==> src/hdl/dps_pkg.sv <==
// package of offsets, reset values, field positions and timing counts
// assumes one 50 MHz system clock shared by the register port and core
package dps_pkg;

  // ----------------------------------------------------------------
  // register offsets on the configuration port
  // ----------------------------------------------------------------
  localparam logic [7:0] OFS_COARSE   = 8'h74;
  localparam logic [7:0] OFS_NWIN     = 8'h76;
  localparam logic [7:0] OFS_PHASE_LO = 8'h77;
  localparam logic [7:0] OFS_PHASE_HI = 8'h78;
  localparam logic [7:0] OFS_ALARM    = 8'h79;
  localparam logic [7:0] OFS_PULSES   = 8'h7a;
  localparam logic [7:0] OFS_SAMPLING = 8'h7b;
  localparam logic [7:0] OFS_MONITOR  = 8'h7c;

  // ----------------------------------------------------------------
  // reset values and writable bit masks (clear bits read as zero)
  // ----------------------------------------------------------------
  localparam logic [7:0] RST_COARSE   = 8'h85;
  localparam logic [7:0] RST_NWIN     = 8'h06;
  localparam logic [7:0] RST_ALARM    = 8'h32;
  localparam logic [7:0] RST_PULSES   = 8'h00;
  localparam logic [7:0] RST_SAMPLING = 8'h00;
  localparam logic [7:0] RST_MONITOR  = 8'h2b;
  localparam logic [7:0] MSK_COARSE   = 8'hef;
  localparam logic [7:0] MSK_NWIN     = 8'h80;
  localparam logic [7:0] MSK_ALARM    = 8'h3f;
  localparam logic [7:0] MSK_PULSES   = 8'h8f;
  localparam logic [7:0] MSK_SAMPLING = 8'hc3;
  localparam logic [7:0] MSK_MONITOR  = 8'hff;

  // ----------------------------------------------------------------
  // field positions
  // ----------------------------------------------------------------
  localparam int BIT_EDGE_WINDOW   = 7;
  localparam int BIT_SRC_SELECT    = 7;
  localparam int BIT_FRAME_POL     = 3;
  localparam int BIT_FRAME_SHAPE   = 2;
  localparam int BIT_MFRAME_POL    = 1;
  localparam int BIT_MFRAME_SHAPE  = 0;
  localparam int BIT_INDEPENDENCE  = 7;
  localparam int BIT_FINE_RATE     = 6;
  localparam int BIT_CAL_TRIGGER   = 7;

  // ----------------------------------------------------------------
  // coarse range and timing
  // ----------------------------------------------------------------
  localparam logic [3:0]  COARSE_MAX_CODE = 4'hc;
  localparam logic [12:0] COARSE_MAX_UI   = 13'h1fff;
  localparam int          CLOCK_HZ        = 50_000_000;
  localparam int          ALARM_STEP_S    = 2;
  localparam logic [7:0]  ALARM_EXPIRE_S  = 8'h80;
  localparam int          RAMP_STEP_NS    = 80;
  localparam logic [7:0]  RAMP_STEP_CYC   =
    8'((RAMP_STEP_NS * (CLOCK_HZ / 1_000_000) + 999) / 1000);

  // calibration sequence states
  typedef enum logic [4:0] {
    CAL_IDLE = 5'h01,
    CAL_HOLD = 5'h02,
    CAL_ZERO = 5'h04,
    CAL_DIVS = 5'h08,
    CAL_BACK = 5'h10
  } dps_cal_t;

endpackage : dps_pkg

==> src/hdl/dps_regs.sv <==
// phase detector and frame sync configuration / status register bank
// assumes a synchronous byte-wide register port on the system clock
//
// Behaviour
// RULE_01 - The coarse limit code sets the tracked range to 2^(n+1)-1 UI, saturating at 8191 UI for codes 12 to 15.
// RULE_02 - With the noise window bit set, low-rate edges outside the expected 5% window are dropped from phase detection.
// RULE_03 - A read-only 16-bit two's complement averaged phase is offered over a low and a high byte from the selected loop.
// RULE_04 - The alarm delay field times twice as many seconds of pre-locked or phase-lost state before an alarm, which may expire after 128 s.
// RULE_05 - The frame pulse pin is a 50:50 wave, or with its shape bit a pulse one third-clock period wide.
// RULE_06 - The multiframe pulse pin behaves the same way under its own shape bit.
// RULE_07 - Bit 3 inverts the frame pulse pin and bit 1 inverts the multiframe pulse pin.
// RULE_08 - Bit 7 of the pulse register picks the main or auxiliary path for the low-rate general clocks.
// RULE_09 - The frame markers stay aligned to the output clocks unless independence is set, then they follow the external reference.
// RULE_10 - The fine rate bit chooses 6.48 MHz or finer sampling of the external reference and realignment of derived clocks.
// RULE_11 - The two-bit offset field moves the external sampling point on target, half UI early, one UI late or half UI late.
// RULE_12 - With the trigger bit clear, offset changes are ramped step by step instead of jumping.
// RULE_13 - Writing the trigger bit runs holdover, ramp to zero, divider reset, ramp back, leave holdover, then clears the bit.
// RULE_14 - Unused bits read as zero and ignore writes.
module dps_regs
  import dps_pkg::*;
#(
  parameter int SECOND_CYCLES = CLOCK_HZ         // cycles in one second
)(
  input  wire logic        CLOCK,             // 50 MHz system clock
  input  wire logic        RSTN,              // async reset, active low
  input  wire logic [7:0]  ADDR,              // register offset
  input  wire logic        WR_EN,             // write strobe
  input  wire logic        RD_EN,             // read strobe
  input  wire logic [7:0]  WDATA,             // write data
  output logic      [7:0]  RDATA,             // read data, next cycle
  input  wire logic [15:0] MAIN_PHASE,        // main loop averaged phase
  input  wire logic [15:0] AUX_PHASE,         // aux_dpll averaged phase
  input  wire logic        AUX_PHASE_SEL,     // 1 = read aux_dpll phase
  input  wire logic        LF_EDGE,           // low-rate input edge
  input  wire logic        LF_EDGE_IN_WINDOW, // edge inside 5% window
  output logic             EDGE_USED,         // edge passed to detector
  output logic      [12:0] TRACK_RANGE,       // coarse range in UI
  input  wire logic        PHASE_PENDING,     // pre-locked or phase-lost
  input  wire logic        ALARM_CLEAR,       // software alarm clear
  input  wire logic        ALARM_AUTO_EXPIRE, // 1 = alarm expires
  output logic             PHASE_ALARM,       // phase alarm
  input  wire logic        MAIN_8K,           // main path 8 kHz wave
  input  wire logic        MAIN_2K,           // main path 2 kHz wave
  input  wire logic        AUX_8K,            // aux path 8 kHz wave
  input  wire logic        AUX_2K,            // aux path 2 kHz wave
  input  wire logic        EXT_8K,            // ext-ref aligned 8 kHz
  input  wire logic        EXT_2K,            // ext-ref aligned 2 kHz
  input  wire logic        THIRD_CLOCK_TICK,  // third_clock_output period
  output logic             FRAME_PULSE_PIN,   // frame_pulse_pin
  output logic             MULTIFRAME_PULSE_PIN, // multiframe_pulse_pin
  output logic             GEN_8K,            // 8 kHz for general outputs
  output logic             GEN_2K,            // 2 kHz for general outputs
  output logic             FINE_SAMPLE_RATE_SELECT, // fine sampling
  output logic             REALIGN_DERIVED,   // realign derived clocks
  output logic      [1:0]  SAMPLE_OFFSET,     // sampling point shift
  input  wire logic [15:0] PROG_OFFSET,       // programmed phase offset
  output logic      [15:0] APPLIED_OFFSET,    // ramped phase offset
  output logic             HOLDOVER,          // forced holdover
  output logic             DIVIDER_RESET      // divider reset pulse
);

  localparam logic [31:0] SEC_LAST = 32'(SECOND_CYCLES - 1);

  typedef struct packed {
    logic [7:0]  coarse;
    logic [7:0]  nwin;
    logic [7:0]  alarm_dly;
    logic [7:0]  pulses;
    logic [7:0]  sampling;
    logic [7:0]  monitor;
    logic [15:0] phase;
    logic [7:0]  snap_hi;
    logic [7:0]  rdata;
    logic [12:0] range;
    logic        edge_used;
    logic [31:0] presc;
    logic [7:0]  secs;
    logic        alarm;
    logic [15:0] applied;
    logic [7:0]  step_cnt;
    dps_cal_t    cal;
    logic        holdover;
    logic        div_reset;
    logic        gen8;
    logic        gen2;
  } dps_state_t;

  dps_state_t s;
  dps_state_t next_s;
  logic       sq8;
  logic       sq2;

  // ----------------------------------------------------------------
  // helpers
  // ----------------------------------------------------------------
  // one ramp step of a signed offset toward a target
  function automatic logic [15:0] ramp_step(input logic [15:0] cur,
                                            input logic [15:0] tgt);
    if ($signed(cur) < $signed(tgt)) begin
      ramp_step = cur + 16'h0001;
    end else if ($signed(cur) > $signed(tgt)) begin
      ramp_step = cur - 16'h0001;
    end else begin
      ramp_step = cur;
    end
  endfunction : ramp_step

  // masked register write
  function automatic logic [7:0] wmask(input logic [7:0] d,
                                       input logic [7:0] m);
    wmask = d & m;
  endfunction : wmask

  // ----------------------------------------------------------------
  // register port, status capture and core logic
  // ----------------------------------------------------------------
  always_comb begin
    next_s = s;
    next_s.div_reset = 1'b0;
    // register writes, unused bits forced to zero [RULE_14]
    if (WR_EN) begin
      if (ADDR == OFS_COARSE) begin
        next_s.coarse = wmask(WDATA, MSK_COARSE);
      end else if (ADDR == OFS_NWIN) begin
        next_s.nwin = wmask(WDATA, MSK_NWIN);
      end else if (ADDR == OFS_ALARM) begin
        next_s.alarm_dly = wmask(WDATA, MSK_ALARM);
      end else if (ADDR == OFS_PULSES) begin
        next_s.pulses = wmask(WDATA, MSK_PULSES);
      end else if (ADDR == OFS_SAMPLING) begin
        next_s.sampling = wmask(WDATA, MSK_SAMPLING);
      end else if (ADDR == OFS_MONITOR) begin
        next_s.monitor = wmask(WDATA, MSK_MONITOR);
      end
    end
    // averaged phase from the selected loop [RULE_03]
    next_s.phase = AUX_PHASE_SEL ? AUX_PHASE : MAIN_PHASE;
    // reads; low byte read freezes the high byte for a coherent pair
    if (RD_EN) begin
      if (ADDR == OFS_COARSE) begin
        next_s.rdata = s.coarse;
      end else if (ADDR == OFS_NWIN) begin
        next_s.rdata = s.nwin;
      end else if (ADDR == OFS_PHASE_LO) begin
        next_s.rdata = s.phase[7:0]; // [RULE_03]
        next_s.snap_hi = s.phase[15:8];
      end else if (ADDR == OFS_PHASE_HI) begin
        next_s.rdata = s.snap_hi; // [RULE_03]
      end else if (ADDR == OFS_ALARM) begin
        next_s.rdata = s.alarm_dly;
      end else if (ADDR == OFS_PULSES) begin
        next_s.rdata = s.pulses;
      end else if (ADDR == OFS_SAMPLING) begin
        next_s.rdata = s.sampling;
      end else if (ADDR == OFS_MONITOR) begin
        next_s.rdata = s.monitor;
      end else begin
        next_s.rdata = 8'h00;
      end
    end
    // coarse tracking range in UI [RULE_01]
    if (s.coarse[3:0] >= COARSE_MAX_CODE) begin
      next_s.range = COARSE_MAX_UI;
    end else begin
      next_s.range = 13'((14'h0002 << s.coarse[3:0]) - 14'h0001);
    end
    // low-rate edge filter [RULE_02]
    next_s.edge_used = LF_EDGE &&
      (!s.nwin[BIT_EDGE_WINDOW] || LF_EDGE_IN_WINDOW);
    // seconds counter while pending or while an alarm stands [RULE_04]
    if (PHASE_PENDING || s.alarm) begin
      if (s.presc == SEC_LAST) begin
        next_s.presc = 32'h0000_0000;
        if (s.secs != 8'hff) begin
          next_s.secs = s.secs + 8'h01;
        end
      end else begin
        next_s.presc = s.presc + 32'h0000_0001;
      end
    end else begin
      next_s.presc = 32'h0000_0000;
      next_s.secs = 8'h00;
    end
    // alarm raise wins over clear and expiry [RULE_04]
    if (!s.alarm && PHASE_PENDING &&
        {1'b0, s.secs} >= 9'(s.alarm_dly[5:0] * ALARM_STEP_S)) begin
      next_s.alarm = 1'b1;
      next_s.presc = 32'h0000_0000;
      next_s.secs = 8'h00;
    end else if (s.alarm && (ALARM_CLEAR ||
                 (ALARM_AUTO_EXPIRE && s.secs >= ALARM_EXPIRE_S))) begin
      next_s.alarm = 1'b0;
      next_s.presc = 32'h0000_0000;
      next_s.secs = 8'h00;
    end
    // offset ramp pacing [RULE_12]
    if (s.step_cnt == RAMP_STEP_CYC - 8'h01) begin
      next_s.step_cnt = 8'h00;
    end else begin
      next_s.step_cnt = s.step_cnt + 8'h01;
    end
    // calibration sequence [RULE_13]
    case (s.cal)
      CAL_IDLE: begin
        if (s.step_cnt == 8'h00) begin
          next_s.applied = ramp_step(s.applied, PROG_OFFSET); // [RULE_12]
        end
        if (s.monitor[BIT_CAL_TRIGGER]) begin
          next_s.cal = CAL_HOLD;
        end
      end
      CAL_HOLD: begin
        next_s.holdover = 1'b1; // [RULE_13]
        next_s.cal = CAL_ZERO;
      end
      CAL_ZERO: begin
        if (s.applied == 16'h0000) begin
          next_s.div_reset = 1'b1; // [RULE_13]
          next_s.cal = CAL_DIVS;
        end else if (s.step_cnt == 8'h00) begin
          next_s.applied = ramp_step(s.applied, 16'h0000);
        end
      end
      CAL_DIVS: begin
        next_s.cal = CAL_BACK;
      end
      CAL_BACK: begin
        if (s.applied == PROG_OFFSET) begin
          next_s.holdover = 1'b0; // [RULE_13]
          next_s.monitor[BIT_CAL_TRIGGER] = 1'b0;
          next_s.cal = CAL_IDLE;
        end else if (s.step_cnt == 8'h00) begin
          next_s.applied = ramp_step(s.applied, PROG_OFFSET);
        end
      end
      default: begin
        next_s.cal = CAL_IDLE;
      end
    endcase
    // low-rate general clocks from main or aux path [RULE_08]
    next_s.gen8 = s.pulses[BIT_SRC_SELECT] ? AUX_8K : MAIN_8K;
    next_s.gen2 = s.pulses[BIT_SRC_SELECT] ? AUX_2K : MAIN_2K;
  end

  // ----------------------------------------------------------------
  // state register
  // ----------------------------------------------------------------
  always_ff @(posedge CLOCK or negedge RSTN) begin
    if (!RSTN) begin
      s          <= '0;
      s.coarse   <= RST_COARSE;
      s.nwin     <= RST_NWIN & MSK_NWIN;
      s.alarm_dly <= RST_ALARM;
      s.pulses   <= RST_PULSES;
      s.sampling <= RST_SAMPLING;
      s.monitor  <= RST_MONITOR;
      s.cal      <= CAL_IDLE;
    end else begin
      s <= next_s;
    end
  end

  // frame marker sources: aligned or independent [RULE_09]
  assign sq8 = s.sampling[BIT_INDEPENDENCE] ? EXT_8K : MAIN_8K;
  assign sq2 = s.sampling[BIT_INDEPENDENCE] ? EXT_2K : MAIN_2K;

  // ----------------------------------------------------------------
  // frame and multiframe pulse shapers
  // ----------------------------------------------------------------
  dps_pulse_shaper u_frame (
    .clk         (CLOCK),
    .rstn        (RSTN),
    .square      (sq8),
    .period_tick (THIRD_CLOCK_TICK),
    .shape       (s.pulses[BIT_FRAME_SHAPE]),  // [RULE_05]
    .polarity    (s.pulses[BIT_FRAME_POL]),    // [RULE_07]
    .pin         (FRAME_PULSE_PIN)
  );

  dps_pulse_shaper u_mframe (
    .clk         (CLOCK),
    .rstn        (RSTN),
    .square      (sq2),
    .period_tick (THIRD_CLOCK_TICK),
    .shape       (s.pulses[BIT_MFRAME_SHAPE]), // [RULE_06]
    .polarity    (s.pulses[BIT_MFRAME_POL]),   // [RULE_07]
    .pin         (MULTIFRAME_PULSE_PIN)
  );

  // ----------------------------------------------------------------
  // outputs, all from flip-flops
  // ----------------------------------------------------------------
  assign RDATA                   = s.rdata;
  assign EDGE_USED               = s.edge_used;
  assign TRACK_RANGE             = s.range;
  assign PHASE_ALARM             = s.alarm;
  assign GEN_8K                  = s.gen8;
  assign GEN_2K                  = s.gen2;
  assign FINE_SAMPLE_RATE_SELECT = s.sampling[BIT_FINE_RATE];  // [RULE_10]
  assign REALIGN_DERIVED         = s.sampling[BIT_FINE_RATE];  // [RULE_10]
  assign SAMPLE_OFFSET           = s.sampling[1:0];            // [RULE_11]
  assign APPLIED_OFFSET          = s.applied;
  assign HOLDOVER                = s.holdover;
  assign DIVIDER_RESET           = s.div_reset;
endmodule : dps_regs

==> src/hdl/dps_pulse_shaper.sv <==
// frame marker shaper: square wave or one-period pulse, with polarity
// assumes the square input and period tick are synchronous to clk
module dps_pulse_shaper
  import dps_pkg::*;
(
  input  wire logic clk,        // system clock
  input  wire logic rstn,       // async reset, active low
  input  wire logic square,     // 50:50 source wave
  input  wire logic period_tick,// one pulse per third clock period
  input  wire logic shape,      // 1 = pulsed output
  input  wire logic polarity,   // 1 = inverted output
  output logic      pin         // shaped marker
);

  typedef struct packed {
    logic prev;
    logic pulse;
    logic pin;
  } dps_shp_t;

  dps_shp_t s;
  dps_shp_t next_s;

  // ----------------------------------------------------------------
  // pulse starts on the rising edge, ends at the next period tick
  // ----------------------------------------------------------------
  always_comb begin
    next_s = s;
    next_s.prev = square;
    if (square && !s.prev) begin
      next_s.pulse = 1'b1;
    end else if (period_tick) begin
      next_s.pulse = 1'b0;
    end
    next_s.pin = (shape ? next_s.pulse : square) ^ polarity;
  end

  always_ff @(posedge clk or negedge rstn) begin
    if (!rstn) begin
      s <= '0;
    end else begin
      s <= next_s;
    end
  end

  assign pin = s.pin;
endmodule : dps_pulse_shaper

==> config.mk <==
export PLATFORM = sky130hd
export DESIGN_NAME = dps_regs
export DESIGN_NICKNAME = d
export VERILOG_FILES = /design/src/hdl/dps_pkg.sv /design/src/hdl/dps_regs.sv /design/src/hdl/dps_pulse_shaper.sv
export SDC_FILE = /design/constraint.sdc
export NUM_CORES = 1
export LEC_CHECK = 0
export BUFFER_PORTS_ARGS = -buffer_cell sky130_fd_sc_hd__buf_2
export CORE_UTILIZATION = 52
export CTS_CLUSTER_SIZE = 12
export DETAILED_ROUTE_END_ITERATION = 8
export PLACE_DENSITY = 0.84
export RECOVER_POWER = 50
export SLEW_MARGIN = 10
export SYNTH_ARGS = -nofsm -noshare
export SYNTH_HDL_FRONTEND = slang
export SYNTH_SLANG_ARGS = --single-unit
==> constraint.sdc <==
create_clock -name CLOCK -period 2.6 [get_ports CLOCK]
set_input_delay 0.26 -clock CLOCK [delete_from_list [all_inputs] [get_ports CLOCK]]
set_output_delay 0.26 -clock CLOCK [all_outputs]
set_load 0.02 [all_outputs]
======== Yosys cells after proc, flatten, opt, wreduce, memory -nomap -nowiden ========
Cells that the tools add are included.
word-level totals
  word-level logic and storage cells ...... 157
  register bits after elaboration ......... 157
  bits in latches ......................... 0
  memories ................................ 0
  bits in writable memories ............... 0
  ROM bits ................................ 0
operators by class
  bitwise operators ....................... 7
  $mul .................................... 0
  divide/modulo/power cells ............... 0
  $add $sub $neg .......................... 6
  shift-type cells ........................ 1
  equal/unequal tests ..................... 26
  order comparisons ....................... 7
  muxes and demuxes ....................... 52
  reductions and logical operators ........ 30
operator list
  kind                   number
  $mux 16                9
  $mux 8                 18
  $mux 41                2
  $eq 8x7->1 const B     8
  $pmux 16 s3            1
  $mux 40                1
  $add 32x1->32 const B  1
  $eq 32x26->1 const B   1
  $mux 32                1
  $pmux 5 s5             1
  $add 16x1->16 const B  1
  $add 8x1->8 const B    2
  $eq 16x16->1           1
  $gt 16x1->1 const B    1
  $gt 16x16->1           1
  $logic_not 16->1       1
  $lt 16x1->1 const B    1
  $lt 16x16->1           1
  $sub 16x1->16 const B  1
  $mux 1                 14
  $mux 13                1
  $shl 2x4->13 const A   1
  $sub 13x1->13 const B  1
  $ne 2x2->1 const B     6
  29 further kinds       53

======== Depth between registers and ports, before layout ========
Gate-level depths: netlist of the first run.
  depth in word-level cells ............... 10
  mapped depth ............................ 11
  mapped depth without buffers ............ 10

======== By module ========
A second synthesis of the first run with hierarchy kept.
unflattened totals
  cells, all modules ...................... 779
  area total of the unflattened synthesis .. 8279.2 µm²
by module, submodules not included
  module            cells an instance  seq. area each (µm²)  instances  area each (µm²)
  dps_regs          761                3792.4                1          8051.5
  dps_pulse_shaper  9                  75.1                  2          113.9

======== Worst setup path after synthesis of the first run ========
Ideal clock, no wire load.
  path kind ............................... register to register
  from .................................... register s (netlist bit APPLIED_OFFSET[13])
  to ...................................... register s (netlist bit APPLIED_OFFSET[4])
  data arrival time ....................... 2662 ps
  required time ........................... 2471 ps
  cell stages (with the launch flop) ...... 11
  period minus slack after synthesis ...... 2791 ps
  library setup time ...................... 129 ps
  path slack .............................. -191 ps
  cells stage by stage .................... dfrtp_1 > ha_1 > nand4_1 > nor4_1 > or3b_2 > a31oi_1 > or3b_1 > buf_2 > buf_2 > a21oi_1 > xor2_1
on the way
  cells in the longest elaborated chain, start to end .. 6
  elaborated cells between the ends (all ways) .. 18
ends and longest elaborated chain
  element                   line             text
  start: declaration        dps_regs.sv:88   dps_state_t s;
  start signal: assignment  dps_regs.sv:259  s <= next_s;
  $gt 16x16->1              dps_regs.sv:101  end else if ($signed(cur) > $signed(tgt)) begin
  $mux 16                   --
  $mux 16                   dps_regs.sv:99   if ($signed(cur) < $signed(tgt)) begin
  $mux 16                   dps_regs.sv:232  end else if (s.step_cnt == 8'h00) begin
  $mux 16                   dps_regs.sv:228  if (s.applied == PROG_OFFSET) begin
  $pmux 16 s3               dps_regs.sv:203  case (s.cal)
Parallel ways exist; a longest one is shown, timed or not. The select of a mux whose other input is x is not followed.
A chain may end at the register's enable or synchronous reset.

======== Final worst setup path of the first run ========
  from .................................... register s (netlist bit APPLIED_OFFSET[10])
  to ...................................... register s (netlist bit APPLIED_OFFSET[6])
The elaborated chain is that of the path after synthesis.

==> run metrics, run 1 <==
Crit Path Class=flop to flop; Mapped Area=~8300 sq um; HP Class=input port to flop; total of warnings raised by yosys=0; crit start category=flop; clock-pin slew on the worst setup and hold paths=about 0.070 ns; Post-Syn Nets=a little over 900; first-pass GRT wire length=between 30000 and 40000 um; post-DR wirelength/cell=16.8 um; commonest non-fill, non-tap cell in the layout=dfrtp_1; DR pass1 iterations=6; Root Driver=clkbuf_16; die area=around 17000 sq um; I/O Buffers=around 130; Vias/cell=approximately 5.6; Synth Area in Simple Gates=0.169; io pins=130; final worst path period need=between 2 and 3 ns; CP Data Arrival Time=3.12 ns; initial antenna violation count=0; Synth Area in Compound Gates=0.0876; RSZ-0062 raised after global routing=true; Core Rows=45; Worst Path Required=2.94 ns; ANT cells=0; P&R area growth vs syn=21.1%; Post-DP HPWL=13400 um; synthesized-area fraction occupied by adder cells=0.0450; final worst slack=-0.178 ns; Mapped Cells=810; Netlist cell types=between 60 and 70; Peak VDD IR=roughly 550 uV; most frequent cells in the layout=dfrtp_1, buf_2, nor2_1; register area=approximately 3900 sq um; dominant synthesized flop cell=dfrtp_1; largest family of logic cells by synthesized area=simple AND/OR/NAND/NOR gates; CTS tree=done; endpoints failing setup=14; violated checks=setup timing; footprint of the multi-input gates=~4000 sq um; Max Fanout on Critical Path=6; status=complete, but fails checks; Initial Utilization=0.540; Post-Route WL=slightly below 20000 um; DP Cell Count=around 1100; pwr dens=694 nW/um^2; total number of vias=~6600; actual slew at the worst max-slew pin=roughly 1.4 ns; CTS Buf Count=17; final worst-path cycle share=1.07; Fin. Hold Viols=0; gp weighted congestion=0.890; vias in the first global route=6383; Post-synth EDFFs=0; Mapped Avg Cell Area=roughly 10 sq um; Pleak=4.63 nW; number of routed nets with antenna violations=0; XOR/XNOR Fraction of Synth Area=0.0620; fraction of layout cells with a size suffix above 1=0.331; GRT Util Overall=0.241; Async SR Flop Fraction=1.00; Pins Over Slew Limit=0; Core ar.=15400 sq um; Setup Skew=~0.0071 ns; Die X=129 um; Skew-Pair Late Insertion Delay=around 0.43 ns; Final Util=0.654; Max Cap Violations=0; First DRT Iteration DRCs=around 470; Yosys reg bits=around 160; # nets final=approximately 1100; Remaining Overflow, GRT=0; fmax=approximately 360 MHz; post-synthesis mux area share=0.0971; Seq/Total Area, Yosys=0.473; maximum clock path buffer count=2; Non-Filler Instances=around 1200; Crit. End Element=flop; largest net degree at the start of global routing=a little over 60; residual DRC count=0; clock sinks=around 160; CTS HTree Levels=4; Filler Cell Count=between 1000 and 1500; Die Ht=approximately 130 um; Slew HR=0.0488
## final cells by class
| type | count | share of cell area |
|---|---|---|
| Clock buffer | 17 | 0.0422 |
| Clock inverter | 15 | 0.0145 |
| Inverter | 42 | 0.0156 |
| Multi-Input combinational cell | 547 | 0.405 |
| Sequential cell | 157 | 0.391 |
| Tap cell | 211 | 0.0262 |
| Timing Repair Buffer | 187 | 0.106 |
## state kept, by name, indices dropped and copies added (netlist names), 2 cells and up
name            flops
APPLIED_OFFSET     16
RDATA               8
SAMPLE_OFFSET       2
TRACK_RANGE        13
s                 105
u_frame.s           2
u_mframe.s          2
## cells in the mapped netlist, types with 7 or more instances
cell type  instances  area, sq um
nand2b_1          10         62.6
dfstp_2           11          289
nor2b_1            7         43.8
xor2_1            31          272
or4_1              9         67.6
nand3_1           28          140
a22oi_1            8         60.1
mux2_2            63          709
nor3_1             9         45.0
nand2_1           47          176
clkbuf_1          20         75.1
nor2_1            84          315
mux2i_1           10          100
nand4_1           21          131
xnor2_1           28          245
nor4_1             8         50.1
o21ai_0           17         85.1
a21oi_1           34          170
and3_1            13         81.3
inv_1             41          154
dfrtp_1          146         3650
buf_4             40          300
or3_1              9         56.3
ha_1              30          375
## stage by stage
stage	area [sq um]	hold WS (ns)	power, mW	TNS (ns)	worst slack, ns
after floorplan	8360	-0.0356	3.87	-0.309	-0.0449
after global placement	9220	0.264	4.34	-0.0183	-0.0183
after detailed placement	9220	0.263	4.40	-0.198	-0.0665
after CTS	9870	0.0475	6.84	-0.0419	-0.0162
after global routing	10100	0.0499	7.33	-7.45	-0.316
final	10100	0.0602	7.01	-1.10	-0.178
## routing by layer
layer  global-route usage  share of wire
met1                0.316           0.42
met2                0.397           0.50
met3               0.0503          0.058
met4               0.0830          0.023
met5                    0              0
## repair_timing
action / 4_1_cts / 5_1_grt
hold buffers: 1 / 0
setup endpoints to repair: 14 / 15
gates cloned: 0 / 1
pin swaps: 9 / 20
hold endpoints to repair: 50 / 0
gates resized for setup: 8 / 37
buffers inserted: 3 / 8
## power breakdown
part	leakage [nW]	total [mW]	internal, mW	switching (mW)
Sequential	2.02	2.78	2.64	0.139
Clock	0.282	2.40	1.28	1.13
Combinational	2.32	1.83	0.788	1.04
## kinds of logic after synthesis
kind of cell,count (synthesis)
multiplexers,73
adder cells (fa/ha/maj),30
XOR/XNOR,59
buffers and inverters,106
other,1
flip-flops,157
AO/OA/AOI/OAI,110
AND/OR/NAND/NOR,274
## worst max-delay path: stages (launching register included)
cell and delay (ns):
dfrtp_1 0.41, ha_4 0.28, nand4_1 0.21, a2111o_1 0.47, a31oi_4 0.25, a21oi_4 0.08
buf_6 0.15, or4_4 0.49, a21oi_4 0.16, xor2_1 0.18
## path summary, 6_finish.rpt
check / startpoint / end / slack, ns / depth (start not counted)
worst max-delay path: APPLIED_OFFSET[10] / APPLIED_OFFSET[6] / -0.18 / 9
min in group asynchronous: RSTN / TRACK_RANGE[7] / 0.70 / 2
max in group asynchronous: RSTN / APPLIED_OFFSET[15] / 0.34 / 3
worst min register to register: u_mframe.s[2] / u_mframe.s[1] / 0.45 / 1
worst min-delay path: AUX_PHASE[0] / s[104] / 0.06 / 2
worst max register to register: APPLIED_OFFSET[10] / APPLIED_OFFSET[6] / -0.18 / 9
Power figures use the tool's default switching activity.
==> run 2, diff against run 1 <==
- BUFFER_PORTS_ARGS: -buffer_cell sky130_fd_sc_hd__buf_2 -> -buffer_cell sky130_fd_sc_hd__buf_4
- CORE_UTILIZATION: 52 -> 53
- CTS_BUF_LIST: not set -> sky130_fd_sc_hd__clkbuf_2 sky130_fd_sc_hd__clkbuf_4 sky130_fd_sc_hd__clkbuf_8
- PLACE_DENSITY: 0.84 -> 0.85
==> run 2 against run 1 <==
The flow still finishes with violations (setup timing); combinational power increased by 7%; critical path depth rose by 1; hold slack got worse by 0.038 ns; design area up 2.4%; first-iteration DRC count fell by 20%; critical path type unchanged; critical endpoint is now APPLIED_OFFSET[7].
==> run metrics, run 2 (synthesis results as in run 1) <==
CTS tree=done (unchanged); Core Rows=45 (unchanged); commonest non-fill, non-tap cell in the layout=buf_4 (was dfrtp_1); initial antenna violation count=0 (unchanged); Max Cap Violations=0 (unchanged); critical path endpoint=APPLIED_OFFSET[7] (was APPLIED_OFFSET[6]); Slew HR=0.0662 (was 0.0488); Die X=127 um (was 129 um); I/O Buffers=129 (unchanged); Max Fanout on Critical Path=6 (unchanged); # nets final=1072 (was 1063); Crit. End Element=flop (unchanged); maximum clock path buffer count=2 (unchanged); fmax=338 MHz (was 360 MHz); cells along the critical path=buf_4 -> or4_1 -> or3_1 -> and4bb_2 -> nor3_2 -> or3b_4 -> buf_8 -> buf_2 -> a21oi_2 -> xor2_1 (was ha_4 -> nand4_1 -> a2111o_1 -> a31oi_4 -> a21oi_4 -> buf_6 -> or4_4 -> a21oi_4 -> xor2_1); DR pass1 iterations=5 (was 6); CP Data Arrival Time=3.34 ns (was 3.12 ns); Peak VDD IR=453 uV (was 547 uV); reg2reg setup slack=-0.36 ns (was -0.18 ns); GRT Util Overall=0.245 (was 0.241); ANT cells=0 (unchanged); Remaining Overflow, GRT=0 (unchanged); Worst Path Required=2.98 ns (was 2.94 ns); Post-DP HPWL=13400 um (about the same); actual slew at the worst max-slew pin=1.40 ns (was 1.43 ns); Critical Path Start=APPLIED_OFFSET[7] (was APPLIED_OFFSET[10]); pwr dens=638 nW/um^2 (was 694 nW/um^2); final worst path period need=2.96 ns (was 2.78 ns); io pins=130 (unchanged); largest net degree at the start of global routing=55 (was 62); R2R cell count=10 (was 9); Root Driver=clkbuf_8 (was clkbuf_16); HP Class=input port to flop (unchanged); violated checks=setup timing (unchanged); final worst slack=-0.357 ns (was -0.178 ns); register area=3940 sq um (unchanged); RSZ-0062 raised after global routing=true (unchanged); residual DRC count=0 (unchanged); First DRT Iteration DRCs=377 (was 472); number of routed nets with antenna violations=0 (unchanged); Die Ht=127 um (was 129 um); Fin. Hold Viols=0 (unchanged); Skew-Pair Late Insertion Delay=0.48 ns (was 0.43 ns); clock sinks=157 (unchanged); CTS Buf Count=17 (unchanged); fraction of layout cells with a size suffix above 1=0.347 (was 0.331); status=complete, but fails checks (unchanged); RR Startpoint=APPLIED_OFFSET[7] (was APPLIED_OFFSET[10]); CTS HTree Levels=4 (unchanged); TNS Setup=-3.56 ns (was -1.10 ns); worst r2r dst=APPLIED_OFFSET[7] (was APPLIED_OFFSET[6]); footprint of the multi-input gates=4090 sq um (about the same); clock-pin slew on the worst setup and hold paths=0.10 ns (was 0.07 ns); final worst-path cycle share=1.14 (was 1.07); Core ar.=15300 sq um (was 15400 sq um); Vias/cell=5.59 (was 5.62); Filler Cell Count=1075 (was 1210); most frequent cells in the layout=buf_4, dfrtp_1, nor2_1 (was dfrtp_1, buf_2, nor2_1); Setup Skew=0.0182 ns (was 0.00709 ns); endpoints failing setup=16 (was 14); vias in the first global route=6336 (was 6383); Crit Path Class=flop to flop (unchanged); Pleak=4.74 nW (was 4.63 nW); Post-Route WL=19900 um (was 19800 um); die area=16200 sq um (was 16500 sq um); max reg flops=105 (unchanged); total number of vias=6630 (was 6605); max incr delay on CP=0.54 ns (was 0.49 ns); crit start category=flop (unchanged); P&R area growth vs syn=24.0% (was 21.1%); Initial Utilization=0.546 (was 0.540); first-pass GRT wire length=31000 um (was 30900 um); register name with the most flops=s (unchanged); gp weighted congestion=0.889 (was 0.890); Non-Filler Instances=1185 (was 1176); DP Cell Count=1132 (was 1131); post-DR wirelength/cell=16.8 um (about the same); Worst path slowest cell=or4_1 (was or4_4); Pins Over Slew Limit=0 (unchanged)
[run 2: changes by cell type in the layout (fill, tap and decap cells not counted), moves of 3 or more]
cell       change
buf_4        +130
inv_8          -5
ha_1           +3
clkbuf_16     -17
buf_2        -115
clkbuf_1      -11
clkbuf_8      +19
[run 2: timing repair]
item                                   4_1_cts  5_1_grt
hold buffers                                 2        1
pin swaps                                    5       18
setup buffers                                6       12
setup endpoints to repair                   16       15
endpoints found under the hold margin       47        1
resized for setup                            9       39
[run 2: worst max-delay path, delay by kind of cell (launching register included)]
| family | cells | cell delay (ns) |
|---|---|---|
| simple gates | 5 | 1.66 |
| compound gates | 1 | 0.05 |
| flops | 1 | 0.45 |
| xor+xnor | 1 | 0.23 |
| buf+inv | 3 | 0.47 |
[run 2: worst min-delay path by stage]
stage / slack (ns) / to / from / depth (start not counted)
after global routing: 0.007 / s[107] / MAIN_PHASE[3] / 2
after floorplan: -0.04 / APPLIED_OFFSET[0] / RSTN / 0
after detailed placement: 0.25 / TRACK_RANGE[12] / RSTN / 1
final: 0.02 / s[107] / MAIN_PHASE[3] / 2
after global placement: 0.24 / TRACK_RANGE[12] / RSTN / 1
after CTS: 0.004 / s[107] / AUX_PHASE[3] / 2
[run 2: layer usage]
layer,up-vias,part of all wire,global-route usage
li1,3097,-,-
met1,3247,0.42,0.316
met2,222,0.50,0.409
met3,64,0.050,0.0540
met4,0,0.034,0.0861
met5,-,0,0
[run 2: final cells by class]
class | count | share of cell area
clock buffers | 20 | 0.0260
clock inverters | 12 | 0.0128
inverters | 42 | 0.0153
multi-input cells | 547 | 0.396
flip-flops and latches | 157 | 0.381
well taps | 211 | 0.0255
repair buffers | 196 | 0.143
[run 2: where the power goes]
| group | switching [mW] | internal (mW) |
|---|---|---|
| Clock | 0.943 | 0.920 |
| Sequential | 0.140 | 2.64 |
| Combinational | 1.08 | 0.875 |
| Total | 2.16 | 4.43 |
[run 2: stage by stage]
step | hold slack, ns | setup WS (ns) | cell area [sq um] | total power, mW | utilization
final | 0.0225 | -0.357 | 10300 | 6.59 | 0.677
after global placement | 0.241 | -0.0117 | 9550 | 4.44 | 0.626
after detailed placement | 0.246 | -0.0975 | 9550 | 4.49 | 0.626
after CTS | 0.00438 | -0.0418 | 10000 | 6.39 | 0.659
after floorplan | -0.0356 | -0.0449 | 8360 | 3.87 | -
after global routing | 0.00662 | -0.329 | 10300 | 6.88 | 0.677
